File: src/include/ext_irq_pkg.sv
// package with register map, fields and codes of the external interrupt block
//
// Function
// - priority codes 0 and 7 disable, else level
// - nmi falling edge, both edges when set
// - first_external_interrupt rising edge, or high level when set
// - external_interrupt_five falling edge when capture mode is 10
// - external_interrupt_seven falling edge when capture mode is 10
// - wake: both edges, else polarity selects edge
// - eight wake channels with own mode bits
// - nmi/watchdog flags read-only at bits 7,3
// - clear register write clears only named flag
package ext_irq_pkg;

  // ===========================================
  // register offsets
  localparam logic [7:0] nmi_watchdog_request_flags_addr = 8'hf7;
  localparam logic [7:0] interrupt_clear_register_addr = 8'hf8;
  localparam logic [7:0] input_mode_register_addr = 8'hf6;
  localparam logic [7:0] wake_mode_register_addr = 8'hf9;
  localparam logic [7:0] wake_polarity_register_addr = 8'hfa;
  localparam logic [7:0] timer_mode_addr = 8'hfb;
  localparam logic [7:0] priority_base_addr = 8'hd8; // sources 0 to 17 at d8..e9, clear of the f0..fe block
  localparam logic [7:0] irq_status_addr = 8'hfc;
  localparam logic [7:0] irq_enable_addr = 8'hfd;
  localparam logic [7:0] irq_clear_addr = 8'hfe;
  localparam logic [7:0] pending_lo_addr = 8'hf0;
  localparam logic [7:0] pending_hi_addr = 8'hf5;

  // ===========================================
  // field positions and reset values
  localparam int nmi_flag_bit = 7;
  localparam int watchdog_flag_bit = 3;
  localparam int nmi_both_edges_bit = 0;
  localparam int first_external_interrupt_level_mode_bit = 1;
  localparam logic [7:0] reg_reset = 8'h00;
  localparam logic [1:0] capture_falling = 2'b10;
  localparam logic [2:0] prio_off_lo = 3'h0;
  localparam logic [2:0] prio_off_hi = 3'h7;

  // ===========================================
  // source indices, also their clear vector codes offset
  localparam int num_src = 18;
  localparam int src_nmi = 0;
  localparam int src_wdt = 1;
  localparam int src_first_external_interrupt = 2;
  localparam int src_int1 = 3;
  localparam int src_int2 = 4;
  localparam int src_int3 = 5;
  localparam int src_int4 = 6;
  localparam int src_external_interrupt_five = 7;
  localparam int src_int6 = 8;
  localparam int src_external_interrupt_seven = 9;
  localparam int src_wake0 = 10;
  localparam int num_wake = 8;
  localparam int num_ext = 8;
  localparam logic [7:0] vector_base = 8'h08;

  // event kinds for the status register
  localparam int ev_nmi = 0;
  localparam int ev_ext = 1;
  localparam int ev_wake = 2;
  localparam int ev_clear = 3;

  // ===========================================
  // edge selection of one detector
  typedef enum logic [1:0] {
    edge_rise = 2'b00,
    edge_fall = 2'b01,
    edge_both = 2'b10,
    edge_high = 2'b11
  } edge_sel_type;

  // register bus carrier
  typedef struct packed {
    logic [7:0] addr;
    logic [7:0] wdata;
    logic wr;
    logic rd;
  } bus_req_type;

  // pending request offered to the cpu
  typedef struct packed {
    logic valid;
    logic [4:0] source;
    logic [2:0] level;
  } irq_req_type;

endpackage : ext_irq_pkg

File: src/rtl/ext_irq_ctrl.sv
// external interrupt mode, priority and request flag controller
module ext_irq_ctrl (
  input wire logic mclk,
  input wire logic srst,
  input wire ext_irq_pkg::bus_req_type bus,
  output logic [7:0] rdata,
  input wire logic nmi_pin,
  input wire logic watchdog_interrupt,
  input wire logic [ext_irq_pkg::num_ext-1:0] ext_pins,
  input wire logic [ext_irq_pkg::num_wake-1:0] wake_pins,
  input wire logic irq_accept,
  output ext_irq_pkg::irq_req_type irq_req,
  output logic irq_out
);

  localparam int ns = ext_irq_pkg::num_src;

  logic [7:0] mode_q, mode_d;
  logic [7:0] wmode_q, wmode_d;
  logic [7:0] wpol_q, wpol_d;
  logic [7:0] tmode_q, tmode_d;
  logic [2:0] prio_q [ns];
  logic [2:0] prio_d [ns];
  logic [ns-1:0] pend_q, pend_d;
  logic [3:0] stat_q, stat_d;
  logic [3:0] ien_q, ien_d;
  logic [7:0] rdata_q, rdata_d;
  ext_irq_pkg::irq_req_type req_q, req_d;
  logic [ns-1:0] hit;
  ext_irq_pkg::edge_sel_type sel [ns];
  logic [ns-1:0] pins;
  logic [ns-1:0] clr_hit;
  logic [3:0] ev;

  // ===========================================
  // pin collection and per source sensing choice
  always_comb begin
    pins = {wake_pins, ext_pins, watchdog_interrupt, nmi_pin};
    for (int i = 0; i < ns; i++) begin
      sel[i] = ext_irq_pkg::edge_rise;
    end
    sel[ext_irq_pkg::src_nmi] = mode_q[ext_irq_pkg::nmi_both_edges_bit] ?
      ext_irq_pkg::edge_both : ext_irq_pkg::edge_fall;
    sel[ext_irq_pkg::src_first_external_interrupt] = mode_q[ext_irq_pkg::first_external_interrupt_level_mode_bit] ?
      ext_irq_pkg::edge_high : ext_irq_pkg::edge_rise;
    sel[ext_irq_pkg::src_external_interrupt_five] = (tmode_q[1:0] == ext_irq_pkg::capture_falling) ?
      ext_irq_pkg::edge_fall : ext_irq_pkg::edge_rise;
    sel[ext_irq_pkg::src_external_interrupt_seven] = (tmode_q[5:4] == ext_irq_pkg::capture_falling) ?
      ext_irq_pkg::edge_fall : ext_irq_pkg::edge_rise;
    for (int n = 0; n < ext_irq_pkg::num_wake; n++) begin
      if (!wmode_q[n]) begin
        sel[ext_irq_pkg::src_wake0 + n] = ext_irq_pkg::edge_both;
      end else begin
        sel[ext_irq_pkg::src_wake0 + n] = wpol_q[n] ?
          ext_irq_pkg::edge_rise : ext_irq_pkg::edge_fall;
      end
    end
  end

  // ===========================================
  // one detector per source
  for (genvar g = 0; g < ns; g++) begin : g_det
    edge_detect u_det (
      .mclk(mclk),
      .srst(srst),
      .pin(pins[g]),
      .sel(sel[g]),
      .hit(hit[g])
    );
  end

  // ===========================================
  // clear register decode
  always_comb begin
    for (int i = 0; i < ns; i++) begin
      clr_hit[i] = bus.wr && bus.addr == ext_irq_pkg::interrupt_clear_register_addr &&
        bus.wdata == ext_irq_pkg::vector_base + 8'(i);
    end
  end

  // ===========================================
  // configuration registers
  always_comb begin
    mode_d = mode_q;
    wmode_d = wmode_q;
    wpol_d = wpol_q;
    tmode_d = tmode_q;
    ien_d = ien_q;
    for (int i = 0; i < ns; i++) begin
      prio_d[i] = prio_q[i];
    end
    if (bus.wr) begin
      case (bus.addr)
        ext_irq_pkg::input_mode_register_addr: mode_d = {6'h00, bus.wdata[1:0]};
        ext_irq_pkg::wake_mode_register_addr: wmode_d = bus.wdata;
        ext_irq_pkg::wake_polarity_register_addr: wpol_d = bus.wdata;
        ext_irq_pkg::timer_mode_addr: tmode_d = bus.wdata;
        ext_irq_pkg::irq_enable_addr: ien_d = bus.wdata[3:0];
        default: begin
          for (int i = 0; i < ns; i++) begin
            if (bus.addr == ext_irq_pkg::priority_base_addr + 8'(i)) begin
              prio_d[i] = bus.wdata[2:0];
            end
          end
        end
      endcase
    end
  end

  always_ff @(posedge mclk) begin
    if (srst) begin
      mode_q <= ext_irq_pkg::reg_reset;
      wmode_q <= ext_irq_pkg::reg_reset;
      wpol_q <= ext_irq_pkg::reg_reset;
      tmode_q <= ext_irq_pkg::reg_reset;
      ien_q <= 4'h0;
      for (int i = 0; i < ns; i++) begin
        prio_q[i] <= 3'h0;
      end
    end else begin
      mode_q <= mode_d;
      wmode_q <= wmode_d;
      wpol_q <= wpol_d;
      tmode_q <= tmode_d;
      ien_q <= ien_d;
      for (int i = 0; i < ns; i++) begin
        prio_q[i] <= prio_d[i];
      end
    end
  end

  // ===========================================
  // pending flags and request arbitration
  always_comb begin
    logic [2:0] best;
    best = 3'h0;
    req_d = '0;
    pend_d = pend_q;
    for (int i = 0; i < ns; i++) begin
      if (clr_hit[i] || (irq_accept && req_q.valid && req_q.source == 5'(i))) begin
        pend_d[i] = 1'b0;
      end
      if (hit[i]) begin
        pend_d[i] = 1'b1;
      end
    end
    for (int i = 0; i < ns; i++) begin
      if (pend_q[i] && prio_q[i] != ext_irq_pkg::prio_off_lo &&
          prio_q[i] != ext_irq_pkg::prio_off_hi && prio_q[i] > best) begin
        best = prio_q[i];
        req_d.valid = 1'b1;
        req_d.source = 5'(i);
        req_d.level = prio_q[i];
      end
    end
    if (irq_accept && req_q.valid) begin
      req_d = '0;
    end
  end

  always_ff @(posedge mclk) begin
    if (srst) begin
      pend_q <= '0;
      req_q <= '0;
    end else begin
      pend_q <= pend_d;
      req_q <= req_d;
    end
  end

  // ===========================================
  // sticky event status and interrupt line
  always_comb begin
    ev[ext_irq_pkg::ev_nmi] = hit[ext_irq_pkg::src_nmi];
    ev[ext_irq_pkg::ev_ext] = |hit[ext_irq_pkg::src_external_interrupt_seven:ext_irq_pkg::src_first_external_interrupt];
    ev[ext_irq_pkg::ev_wake] = |hit[ns-1:ext_irq_pkg::src_wake0];
    ev[ext_irq_pkg::ev_clear] = |clr_hit;
    stat_d = stat_q;
    if (bus.wr && bus.addr == ext_irq_pkg::irq_clear_addr) begin
      stat_d = stat_q & ~bus.wdata[3:0];
    end
    stat_d = stat_d | ev;
  end

  always_ff @(posedge mclk) begin
    if (srst) begin
      stat_q <= 4'h0;
    end else begin
      stat_q <= stat_d;
    end
  end

  // ===========================================
  // read data, one cycle after the strobe
  always_comb begin
    rdata_d = 8'h00;
    if (bus.rd) begin
      case (bus.addr)
        ext_irq_pkg::nmi_watchdog_request_flags_addr: begin
          rdata_d[ext_irq_pkg::nmi_flag_bit] = pend_q[ext_irq_pkg::src_nmi];
          rdata_d[ext_irq_pkg::watchdog_flag_bit] = pend_q[ext_irq_pkg::src_wdt];
        end
        ext_irq_pkg::input_mode_register_addr: rdata_d = mode_q;
        ext_irq_pkg::wake_mode_register_addr: rdata_d = wmode_q;
        ext_irq_pkg::wake_polarity_register_addr: rdata_d = wpol_q;
        ext_irq_pkg::timer_mode_addr: rdata_d = tmode_q;
        ext_irq_pkg::irq_status_addr: rdata_d = {4'h0, stat_q};
        ext_irq_pkg::irq_enable_addr: rdata_d = {4'h0, ien_q};
        ext_irq_pkg::pending_lo_addr: rdata_d = pend_q[7:0];
        ext_irq_pkg::pending_hi_addr: rdata_d = pend_q[15:8];
        default: begin
          for (int i = 0; i < ns; i++) begin
            if (bus.addr == ext_irq_pkg::priority_base_addr + 8'(i)) begin
              rdata_d = {pend_q[i], 4'h0, prio_q[i]};
            end
          end
        end
      endcase
    end
  end

  always_ff @(posedge mclk) begin
    if (srst) begin
      rdata_q <= 8'h00;
    end else begin
      rdata_q <= rdata_d;
    end
  end

  assign rdata = rdata_q;
  assign irq_req = req_q;
  assign irq_out = |(stat_q & ien_q);

endmodule : ext_irq_ctrl

File: src/rtl/edge_detect.sv
// one sensing unit: edge or level detection of a pin
module edge_detect (
  input wire logic mclk,
  input wire logic srst,
  input wire logic pin,
  input wire ext_irq_pkg::edge_sel_type sel,
  output logic hit
);

  logic prev_q;
  logic prev_d;

  // ===========================================
  // previous pin value
  always_comb begin
    prev_d = pin;
  end

  always_ff @(posedge mclk) begin
    if (srst) begin
      prev_q <= prev_d; // start from the pin level, no false edge after reset
    end else begin
      prev_q <= prev_d;
    end
  end

  // ===========================================
  // select the sensing kind
  always_comb begin
    case (sel)
      ext_irq_pkg::edge_rise: hit = pin & ~prev_q;
      ext_irq_pkg::edge_fall: hit = ~pin & prev_q;
      ext_irq_pkg::edge_both: hit = pin ^ prev_q;
      ext_irq_pkg::edge_high: hit = pin;
      default: hit = 1'b0;
    endcase
  end

endmodule : edge_detect

File: config.mk
export PLATFORM = sky130hd
export DESIGN_NAME = ext_irq_ctrl
export DESIGN_NICKNAME = d
export VERILOG_FILES = /design/src/include/ext_irq_pkg.sv /design/src/rtl/ext_irq_ctrl.sv /design/src/rtl/edge_detect.sv
export SDC_FILE = /design/constraint.sdc
export NUM_CORES = 1
export LEC_CHECK = 0
export ABC_AREA = 1
export BUFFER_PORTS_ARGS = -buffer_cell sky130_fd_sc_hd__buf_2
export CORE_ASPECT_RATIO = 0.7
export CORE_MARGIN = 10
export CORE_UTILIZATION = 40
export DETAILED_ROUTE_END_ITERATION = 10
export PLACE_DENSITY = 0.63
export SLEW_MARGIN = 20
export SYNTH_ARGS = -nofsm -noshare
export SYNTH_HDL_FRONTEND = slang
export SYNTH_SLANG_ARGS = --single-unit
File: constraint.sdc
create_clock -name mclk -period 53.1 [get_ports mclk]
set_input_delay 7.965 -clock mclk [delete_from_list [all_inputs] [get_ports mclk]]
set_output_delay 7.965 -clock mclk [all_outputs]
set_load 0.02 [all_outputs]
Word level (Yosys, flattened, before mapping). Memories as Yosys holds them, arrays and structs flattened. Cells that the tools add are included.

Logic and storage cells: 623. Output and inout bits: 18. Register bits after elaboration: 87. Memories kept: 1. RAM bits: 54.

$lt $le $gt $ge: 18. Bitwise logic cells: 95. Eq/ne operators: 120. Multiplexer cells: 167. Reductions and logical operators: 175.

Memory list: prio_q (depth 18, bits a word 3, rd ports 18, clocked after Yosys merged registers in 0, wr ports 18, RTL line ext_irq_ctrl.sv:22) `logic [2:0] prio_q [ns];`.

Operators with widths (count): $eq A8 B8 Y1 const B (29); $mux W9 (18); $mux W3 (53); $mux W8 (18); $mux W54 (2); $logic_and A1 B1 Y1 (93); $eq A8 B5 Y1 const B (10); $eq A8 B4 Y1 const B (8); $ne A3 B3 Y1 const B (18); $reduce_bool A3 Y1 (18); $gt A3 B3 Y1 (17); $mux W1 (49); $pmux W1 S4 (12); $eq A2 B2 Y1 const B (22); $eq A5 B4 Y1 const B (8); $reduce_bool A2 Y1 (18); $not A1 Y1 (31); $and A1 B1 Y1 (30); $pmux W3 S9 (1); $logic_not A2 Y1 (12); $eq A2 B1 Y1 const B (10); $eq A5 B3 Y1 const B (4); $mux W2 (10); $logic_or A1 B1 Y1 (18); other kinds (23) (66).

Longest topological paths before layout. Gate-level depths: netlist of the first run. An unclocked memory read counts as a cell.

Depth after elaboration: 57. Gate-level depth with buffers: 129.

By module. Synthesis of the first run repeated with hierarchy kept, for this count alone.

Cell total of the unflattened synthesis: 1452. Area, all modules: 9496.6 um^2.

Modules (own cells, without submodules): ext_irq_ctrl (times used 1, cells each 1164, area an instance 7762.4 um^2); edge_detect (times used 18, cells each 16, area an instance 96.3 um^2).

Worst setup path before layout of the first run. Ideal clock, no wire load.

Kind: register to register. From: memory prio_q[0][1]. To: register req_q (netlist bit irq_req[8]). Data arrival time: 16.601 ns. Required time: 52.991 ns. Cell stages (with the launch flop): 115. Period minus slack after synthesis: 16.709 ns. Path buffers: 0. Path slack: 36.391 ns. Setup time: 0.109 ns. Path through: dfxtp_1 -> inv_2 -> nand3_1 -> nand3_1 -> nor2_1 -> inv_1 -> ha_1 -> nand3_1 -> nand2_1 -> nand3_2 -> o21ai_0 -> ha_1 -> o21ai_0 -> nand3_1 -> nand3_2 -> nand2_4 -> o21ai_0 -> ha_1 -> [... 79 more ...] -> nand2_1 -> ha_1 -> a311oi_1 -> nand2_1 -> inv_1 -> nand2_1 -> and2_1 -> ha_1 -> a21oi_1 -> o21ai_0 -> nand2_1 -> nand2_1 -> inv_1 -> nand3_1 -> nor3_1 -> nand2_1 -> nand2_1 -> inv_1.

RTL lines: start: declaration (RTL line ext_irq_ctrl.sv:22); end signal: assignment (RTL line ext_irq_ctrl.sv:167) `req_q <= req_d;`; end: declaration (RTL line ext_irq_ctrl.sv:28) `ext_irq_pkg::irq_req_type req_q, req_d;`.

==> results_dict.tcl, run 1 <==
set metrics [dict create \
    start_util_pct 40.5 \
    cts_buffers 17 \
    cts_htree_levels 4 \
    area_growth_pct 14.0 \
    die_area_um2 28300 \
    clk_path_buf_depth 2 \
    place_hpwl_um 22100 \
    vias_per_cell 5.56 \
    core_area_um2 21600 \
    crit_path_max_incr_delay_ns 0.40 \
    cts_resized 0 \
    final.setup.tns_ns 0 \
    placed_cell_area_um2 9340 \
    ys_warn_count 0 \
    synth_cells 1264 \
    place_congestion 0.963 \
    grt_max_degree 78 \
    antenna_found_initial 0 \
    drc_errors 0 \
    io_pins 57 \
    pre_cts_ws_ns 34.07 \
    finalSetupViolations 0 \
    syn_area_um2 8750 \
    drt_iter0_drc 948 \
    status "complete, no violations" \
    fin_worst_skew_ns 0.0120 \
    drv_slew 0 \
    first_pass_iters 8 \
    avgSynthCellArea_um2 6.92 \
    cp.required_ns 53.44 \
    grt_pass1_vias 8283 \
    ys_types 48 \
    layout_commonest_cell "inv_1" \
    cp_max_fo 8 \
    vias 8977 \
    fp.dieH_um 144 \
    layout_common_cells "204 x inv_1, 145 x o21ai_0, 141 x dfxtp_1" \
    clk_pin_slew_ns 0.07 \
    cellPowerDensity_nw_per_um2 25.8 \
    rsz0062_at_grt "no" \
    routedWlPerCell_um 18.2 \
    async_reset_ff_share_pct 0 \
    clock_latency_ns 0.45 \
    num-nets-final 1401 \
    grt_usage_pct 20.7 \
    holdWs_ns 0.512 \
    synth-seq-cells 141 \
    peakVddDrop_v 0.0000221 \
    cp-end-kind "flip-flop" \
    tightest_slew_ns 0.966 \
    synth-edff-count 0 \
    power_uw 258 \
    drv_cap 0 \
    overflow 0 \
    grt_pass1_wl_um 46100 \
    io_buffers 56 \
    ys_seq_area_share_pct 32.3 \
    cts_tree "done" \
    hold_viol 0 \
    cts_setup_buffers 0 \
    fillers 2251 \
    ant_nets 0 \
    drt_wl_total_um 29400 \
    fmax_mhz 51.6 \
    critPathKind "flip-flop to flip-flop" \
    cp-start-kind "flip-flop" \
    synth_ff_type "dfxtp_1" \
    finalInstanceArea_um2 9980 \
    relSlewSlack_pct 35.1 \
    period_share_pct 36.5 \
    diodes 0 \
    period_needed_ns 19.40 \
    cts_root_buffer "clkbuf_16" \
    synth.net_count 1343 \
    rows 45 \
    cp_slowest_cell "dfxtp_1" \
    die_w_um 197 \
    hold_class "flip-flop to flip-flop" \
    p_leak_uw 0.00419 \
    drive_gt1_share_pct 14.2 \
    crit_path_frequent_cell "o21ai_0" \
    cp.arrival_ns 19.74 \
    numClockSinks 141 \
    fin_ws_ns 33.70 \
    postCtsHoldBufs 0 \
]
[sequential cells by signal, summed over array words and instances (netlist names)]
register,cells
mode_q,2
irq_req,9
ien_q,4
prio_q,54
tmode_q,8
stat_q,4
g_det.u_det.prev_q,18
rdata,8
wpol_q,8
wmode_q,8
pend_q,18
[cells by family (layout without fill, tap and decap cells)]
kind of cell	Yosys count	after routing	synth area share, %
adder cells (fa/ha/maj)	40	40	5.72
AO/OA/AOI/OAI	388	388	26.1
buffers and inverters	242	312	10.4
flip-flops	141	141	32.3
AND/OR/NAND/NOR	453	453	25.6
[worst paths after layout]
kind / end / start / depth (start not counted) / slack [ns]
max: irq_req[8] / prio_q[0][2] / 114 / 33.70
min reg2reg: stat_q[0] / stat_q[0] / 2 / 0.51
min: stat_q[0] / stat_q[0] / 2 / 0.51
max reg2reg: irq_req[8] / prio_q[0][2] / 114 / 33.70
[worst max-delay path: cells and delay by family (launching register included)]
kind                     cells  cell delay (ns)
AND/OR/NAND/NOR             55             5.73
adder cells (fa/ha/maj)     17             5.13
flip-flops                   1             0.40
buffers and inverters       12             0.97
AO/OA/AOI/OAI               30             7.03
[cells in the mapped netlist, drive strengths merged, types with 11 or more instances]
cell    count  area, µm²
o22ai      16        100
a211oi     11       87.6
o21ai     147        739
ha         40        500
a21oi     143        753
dfxtp     141       2820
clkbuf     21       78.8
nor2      122        478
a31oi      15       93.8
nand2     167        795
nand3     103        631
nor3       42        210
inv       219        822
[area by class of cell]
type	count	area [µm²]	area share [%]
clock inverter	12	185	1.86
timing repair buffer	61	318	3.19
clock buffer	19	453	4.54
inverter	220	826	8.28
multi-input combinational	881	5020	50.3
sequential	141	2820	28.3
tap	282	353	3.54
[power breakdown]
part	total [µW]	internal [µW]	leakage [µW]	switching (µW)
Sequential	109	108	0.00115	1.53
Clock	131	81.3	0.000310	50.1
Combinational	16.7	4.47	0.00273	12.2
[metal layers]
layer  GRT usage, %  part of all wire, %
met4           6.41                  1.4
met3           3.76                  8.1
met5              0                    0
met2           29.0                   41
met1           30.8                   50
[metrics by stage]
step                      std cells  util, %
final                          1616     46.1
after global routing           1616     46.1
after CTS                      1616     46.1
after detailed placement       1585     43.2
after global placement         1585     43.2
after floorplan                1264        -
(Power assumes the default switching activity.)
==> run 2, diff against run 1 <==
==> constraint.sdc (replaced) <==
create_clock -name mclk -period 18.1 [get_ports mclk]
set_input_delay 2.715 -clock mclk [delete_from_list [all_inputs] [get_ports mclk]]
set_output_delay 2.715 -clock mclk [all_outputs]
set_load 0.02 [all_outputs]
==> results_dict.tcl, run 2 (synthesized netlist as in run 1, its figures left out) <==
set metrics [dict create \
    crit_path_max_incr_delay_ns 0.37 \
    drive_gt1_share_pct 17.4 \
    diodes 0 \
    cp_slowest_cell "dfxtp_2" \
    clk_path_buf_depth 2 \
    cts_buffers 17 \
    path_buf_inv 14 \
    clock_latency_ns 0.45 \
    die_area_um2 28300 \
    finalSetupViolations 0 \
    fin_worst_skew_ns 0.0144 \
    layout_commonest_cell "inv_1" \
    place_hpwl_um 22400 \
    place_congestion 0.943 \
    grt_pass1_vias 8202 \
    relSlewSlack_pct 37.7 \
    numClockSinks 141 \
    grt_max_degree 78 \
    fillers 2204 \
    switching_share_pct 27.6 \
    vias_per_cell 5.54 \
    period_needed_ns 17.34 \
    die_w_um 197 \
    clk_pin_slew_ns 0.06 \
    io_pins 57 \
    drv_slew 0 \
    fin_ws_ns 0.758 \
    power_uw 724 \
    cts_htree_levels 4 \
    status "complete, no violations" \
    antenna_found_initial 0 \
    p_leak_uw 0.00426 \
    start_util_pct 40.5 \
    finalInstanceArea_um2 10200 \
    period_share_pct 95.8 \
    internal-power_uw 524 \
    hold_viol 0 \
    overflow 0 \
    p_clk_share_pct 48.8 \
    crit_path_frequent_cell "nand2_1" \
    final.setup.tns_ns 0 \
    placed_cell_area_um2 9340 \
    layout_common_cells "203 x inv_1, 139 x dfxtp_1, 137 x a21oi_1" \
    critPathKind "flip-flop to flip-flop" \
    area_growth_pct 16.1 \
    cp.required_ns 18.44 \
    cpLargestDelayFamily "simple AND/OR/NAND/NOR gates" \
    cp-end-kind "flip-flop" \
    vias 9006 \
    cp_max_fo 8 \
    cp-start-kind "flip-flop" \
    peakVddDrop_v 0.0000677 \
    grt_usage_pct 20.7 \
    top_regs "prio_q: 54 flops, g_det.u_det.prev_q: 18 flops, pend_q: 18 flops" \
    rows 45 \
    fmax_mhz 57.7 \
    cellPowerDensity_nw_per_um2 71.3 \
    power_frac_seq_pct 44.3 \
    io_buffers 56 \
    cp.arrival_ns 17.68 \
    fp.dieH_um 144 \
    hold_class "flip-flop to flip-flop" \
    cts_root_buffer "clkbuf_16" \
    top_register "prio_q" \
    fin_util_pct 47.0 \
    num-nets-final 1410 \
    first_pass_iters 5 \
    drt_iter0_drc 875 \
    core_area_um2 21600 \
    pre_cts_ws_ns -0.938 \
    grt_pass1_wl_um 46100 \
    routedWlPerCell_um 18.6 \
    postCtsHoldBufs 0 \
    pwr-share-comb_pct 6.9 \
    drv_cap 0 \
    drt_wl_total_um 30200 \
    power.switching_uw 200 \
    ant_nets 0 \
    cts_tree "done" \
    tightest_slew_ns 0.927 \
    largest_reg_flops 54 \
    drc_errors 0 \
]
==> run 2: power by group through the flow <==
stage	Clock [µW]	Sequential, µW	Combinational [µW]
6_report	353	321	49.7
5_1_grt	371	321	54.1
4_1_cts	357	321	48.0
3_5_place_dp	0	328	47.7
3_3_place_gp	0	328	47.6
2_1_floorplan	0	326	26.3
==> run 2: layout make-up <==
cell class,instances,area (µm²),share of cell area (%)
Multi-Input combinational cell,881,5190,51.1
Sequential cell,141,2830,27.8
Inverter,220,826,8.13
Clock buffer,17,425,4.19
Timing Repair Buffer,70,385,3.79
Tap cell,282,353,3.47
Clock inverter,15,151,1.49
==> run 2: worst paths after layout <==
kind | startpoint | to | slack, ns | cells past startpoint
worst min-delay path | stat_q[0] | stat_q[0] | 0.51 | 2
worst max register to register | prio_q[0][1] | irq_req[8] | 0.76 | 127
worst min register to register | stat_q[0] | stat_q[0] | 0.51 | 2
worst max-delay path | prio_q[0][1] | irq_req[8] | 0.76 | 127
==> run 2: per-stage QoR <==
step	hold WS [ns]	cells
CTS	0.500	1620
global placement	0.495	1586
floorplan	0.458	1264
detailed placement	0.496	1586
finish	0.508	1626
global route	0.553	1626
==> run 2: tightest hold or removal path, cell delays in order (launching register included) <==
cell and delay [ns]:
dfxtp_1 0.33, o21ai_0 0.08, a21oi_1 0.06
==> run 2: layer usage <==
metal | part of all wire (%) | track usage, % | wire (µm)
met5 | 0 | 0 | 0
met3 | 9.2 | 5.56 | 2780
met1 | 47 | 29.7 | 14300
met4 | 1.6 | 5.93 | 492
met2 | 42 | 29.5 | 12700
==> run 2: timing repair <==
action	in CTS	in global routing
buffers inserted	2	6
gates resized for setup	10	52
pin swaps	1	6
endpoints found under the setup margin	9	9
==> run 3, diff against run 2 <==
--- a/config.mk
+++ b/config.mk
@@ -5,13 +5,12 @@
 export SDC_FILE = /design/constraint.sdc
 export NUM_CORES = 1
 export LEC_CHECK = 0
-export ABC_AREA = 1
 export BUFFER_PORTS_ARGS = -buffer_cell sky130_fd_sc_hd__buf_2
 export CORE_ASPECT_RATIO = 0.7
 export CORE_MARGIN = 10
 export CORE_UTILIZATION = 40
 export DETAILED_ROUTE_END_ITERATION = 10
-export PLACE_DENSITY = 0.63
+export PLACE_DENSITY = 0.62
 export SLEW_MARGIN = 20
 export SYNTH_ARGS = -nofsm -noshare
 export SYNTH_HDL_FRONTEND = slang
==> results_dict.tcl, run 3 <==
set metrics [dict create \
    grt_pass1_wl_um 53700 \
    rows 47 \
    period_needed_ns 21.99 \
    cts_tree "done" \
    synth_xor_area_share_pct 0.0900 \
    vias_per_cell 5.82 \
    r2r_cells 120 \
    synth-edff-count 0 \
    ys_warn_count 0 \
    crit_path_frequent_cell "ha_4" \
    cp.arrival_ns 22.29 \
    fin_worst_skew_ns 0.00910 \
    drt_iter0_drc 1321 \
    cellPowerDensity_nw_per_um2 56.0 \
    status "finished, violations left" \
    cp.required_ns 18.40 \
    fillers 2248 \
    fin_ws_ns -3.89 \
    synth_mux_area_share_pct 10.5 \
    grt_usage_pct 21.5 \
    synthTopCellsByArea "dfxtp_1 29%, mux2i_1 8.0%, nor2_1 6.2%" \
    synth-seq-cells 141 \
    drv_cap 0 \
    synth_common_cells "160 x nor2_1, 141 x dfxtp_1, 139 x nand2_1, 112 x a21oi_1, 78 x mux2i_1" \
    layout_commonest_cell "buf_4" \
    cts_buffers 17 \
    cts_htree_levels 4 \
    failed_checks "negative setup slack" \
    start_util_pct 40.9 \
    largest_reg_flops 54 \
    synth_ff_type "dfxtp_1" \
    place_hpwl_um 25800 \
    cp-start-kind "flip-flop" \
    synth_top_family_by_area "simple AND/OR/NAND/NOR gates" \
    drive_gt1_share_pct 27.8 \
    yosysMostFrequentCell "nor2_1" \
    async_reset_ff_share_pct 0 \
    vias 10500 \
    layout_common_cells "187 x buf_4, 144 x nor2_1, 137 x dfxtp_1" \
    clk_pin_slew_ns 0.06 \
    die_w_um 206 \
    peakVddDrop_v 0.0000646 \
    crit_path_max_incr_delay_ns 0.39 \
    synthSimpleGateAreaFrac_pct 25.0 \
    num-nets-final 1552 \
    fp.dieH_um 151 \
    core_area_um2 23800 \
    pre_cts_ws_ns -4.08 \
    cp-end-kind "flip-flop" \
    synth_compound_area_share_pct 24.8 \
    place_congestion 0.947 \
    io_buffers 56 \
    synthAdderAreaFrac_pct 5.45 \
    synth_top_cell_area_share_pct 29.0 \
    cp_slowest_cell "a2111o_1" \
    ys_seq_area_share_pct 29.0 \
    tightest_slew_ns 0.972 \
    clock_latency_ns 0.43 \
    top_register "prio_q" \
    drt_wl_total_um 34800 \
    placed_cell_area_um2 11500 \
    finalInstanceArea_um2 12700 \
    yosysTopAreaCell "dfxtp_1" \
    ant_nets 0 \
    first_pass_iters 6 \
    drv_slew 0 \
    relSlewSlack_pct 34.7 \
    fmax_mhz 45.5 \
    io_pins 57 \
    area_growth_pct 30.8 \
    hold_path_depth 2 \
    postCtsHoldBufs 0 \
    critPathKind "flip-flop to flip-flop" \
    cp_max_fo 5 \
    avgSynthCellArea_um2 7.63 \
    grt_max_degree 107 \
    hold_class "flip-flop to flip-flop" \
    clk_path_buf_depth 2 \
    numClockSinks 141 \
    synth_cells 1275 \
    hold_viol 0 \
    die_area_um2 31100 \
    p_leak_uw 0.00506 \
    overflow 0 \
    synth.net_count 1354 \
    finalSetupViolations 9 \
    syn_area_um2 9730 \
    period_share_pct 122 \
    rsz0062_at_grt "yes" \
    drc_errors 0 \
    top_regs "prio_q: 54 flops, g_det.u_det.prev_q: 18 flops, pend_q: 18 flops" \
    antenna_found_initial 1 \
    ys_types 90 \
    grt_pass1_vias 9609 \
    cts_root_buffer "clkbuf_16" \
    routedWlPerCell_um 19.3 \
]
## run 3: changes by cell type after synthesis, moves of 20 or more
cell / before / now
nor2_1: 118 / 160
o21ai_0: 145 / 40
a22oi_1: 0 / 20
inv_1: 204 / 61
clkbuf_1: 21 / 56
or3_1: 0 / 24
nand3_2: 23 / 0
mux2i_1: 0 / 78
nand2b_1: 0 / 22
a21oi_1: 137 / 112
nand3_1: 80 / 51
nand2_2: 28 / 0
## run 3: power by group
group / total, µW / switching, µW / internal, µW / leakage, µW
registers: 325 / 8.75 / 316 / 0.00115
logic: 52.8 / 34.7 / 18.1 / 0.00364
clock network: 335 / 155 / 180 / 0.000266
## run 3: area by class of cell
type	instances	area (µm²)	area share, %
timing repair buffer	244	1700	13.4
multi-input combinational	1006	7000	55.0
inverter	63	236	1.86
antenna	1	2.50	0.0197
clock inverter	14	125	0.983
clock buffer	18	429	3.37
sequential	141	2840	22.3
tap	318	398	3.13
## run 3: path summary, 6_finish.rpt
kind | start | end | slack (ns)
setup reg to reg | prio_q[0][2] | irq_req[8] | -3.89
hold reg to reg | stat_q[2] | stat_q[2] | 0.48
hold / removal | stat_q[2] | stat_q[2] | 0.48
setup / recovery | prio_q[0][2] | irq_req[8] | -3.89
## run 3: logic make-up (layout without fill, tap and decap cells)
logic type / after synthesis / count (layout)
and+or+nand+nor: 518 / 518
muxes: 96 / 96
DFF: 141 / 141
AOI/OAI and AO/OA: 348 / 348
xor gates and xnor gates: 1 / 1
other: 0 / 1
buffers and inverters: 128 / 339
adders and majority gates: 43 / 43
## run 3: through the flow
| step | std cells | hold WS, ns | setup TNS [ns] | total power [µW] | util, % |
|---|---|---|---|---|---|
| 2_1_floorplan | 1275 | 0.447 | -30.41 | 358 | - |
| 3_3_place_gp | 1724 | 0.474 | -30.13 | 381 | 48.4 |
| 3_5_place_dp | 1724 | 0.468 | -35.53 | 382 | 48.4 |
| 4_1_cts | 1791 | 0.476 | -31.53 | 712 | 52.3 |
| 5_1_grt | 1805 | 0.514 | -42.74 | 731 | 53.4 |
| 6_report | 1805 | 0.479 | -33.76 | 713 | 53.4 |
## run 3: repair_timing
| item | 4_1_cts | 5_1_grt |
|---|---|---|
| cloned | 0 | 0 |
| setup endpoints to repair | 9 | 9 |
| setup buffers | 35 | 13 |
| pin swaps | 58 | 26 |
| resized for setup | 25 | 35 |
## run 3: per-layer routing
metal	GRT usage, %	vias up	part of all wire, %
met5	0	-	0.089
met4	3.60	2	1.3
met3	3.35	35	7.8
met2	32.0	430	43
met1	32.0	4988	47
li1	-	5059	-
## run 3: critical path, delay by kind of cell, from the launching register on
kind,cells,cell delay (ns)
buf+inv,5,0.33
flops,1,0.36
mux,11,3.47
fa+ha+maj,20,5.14
simple gates,42,5.15
compound gates,42,7.35
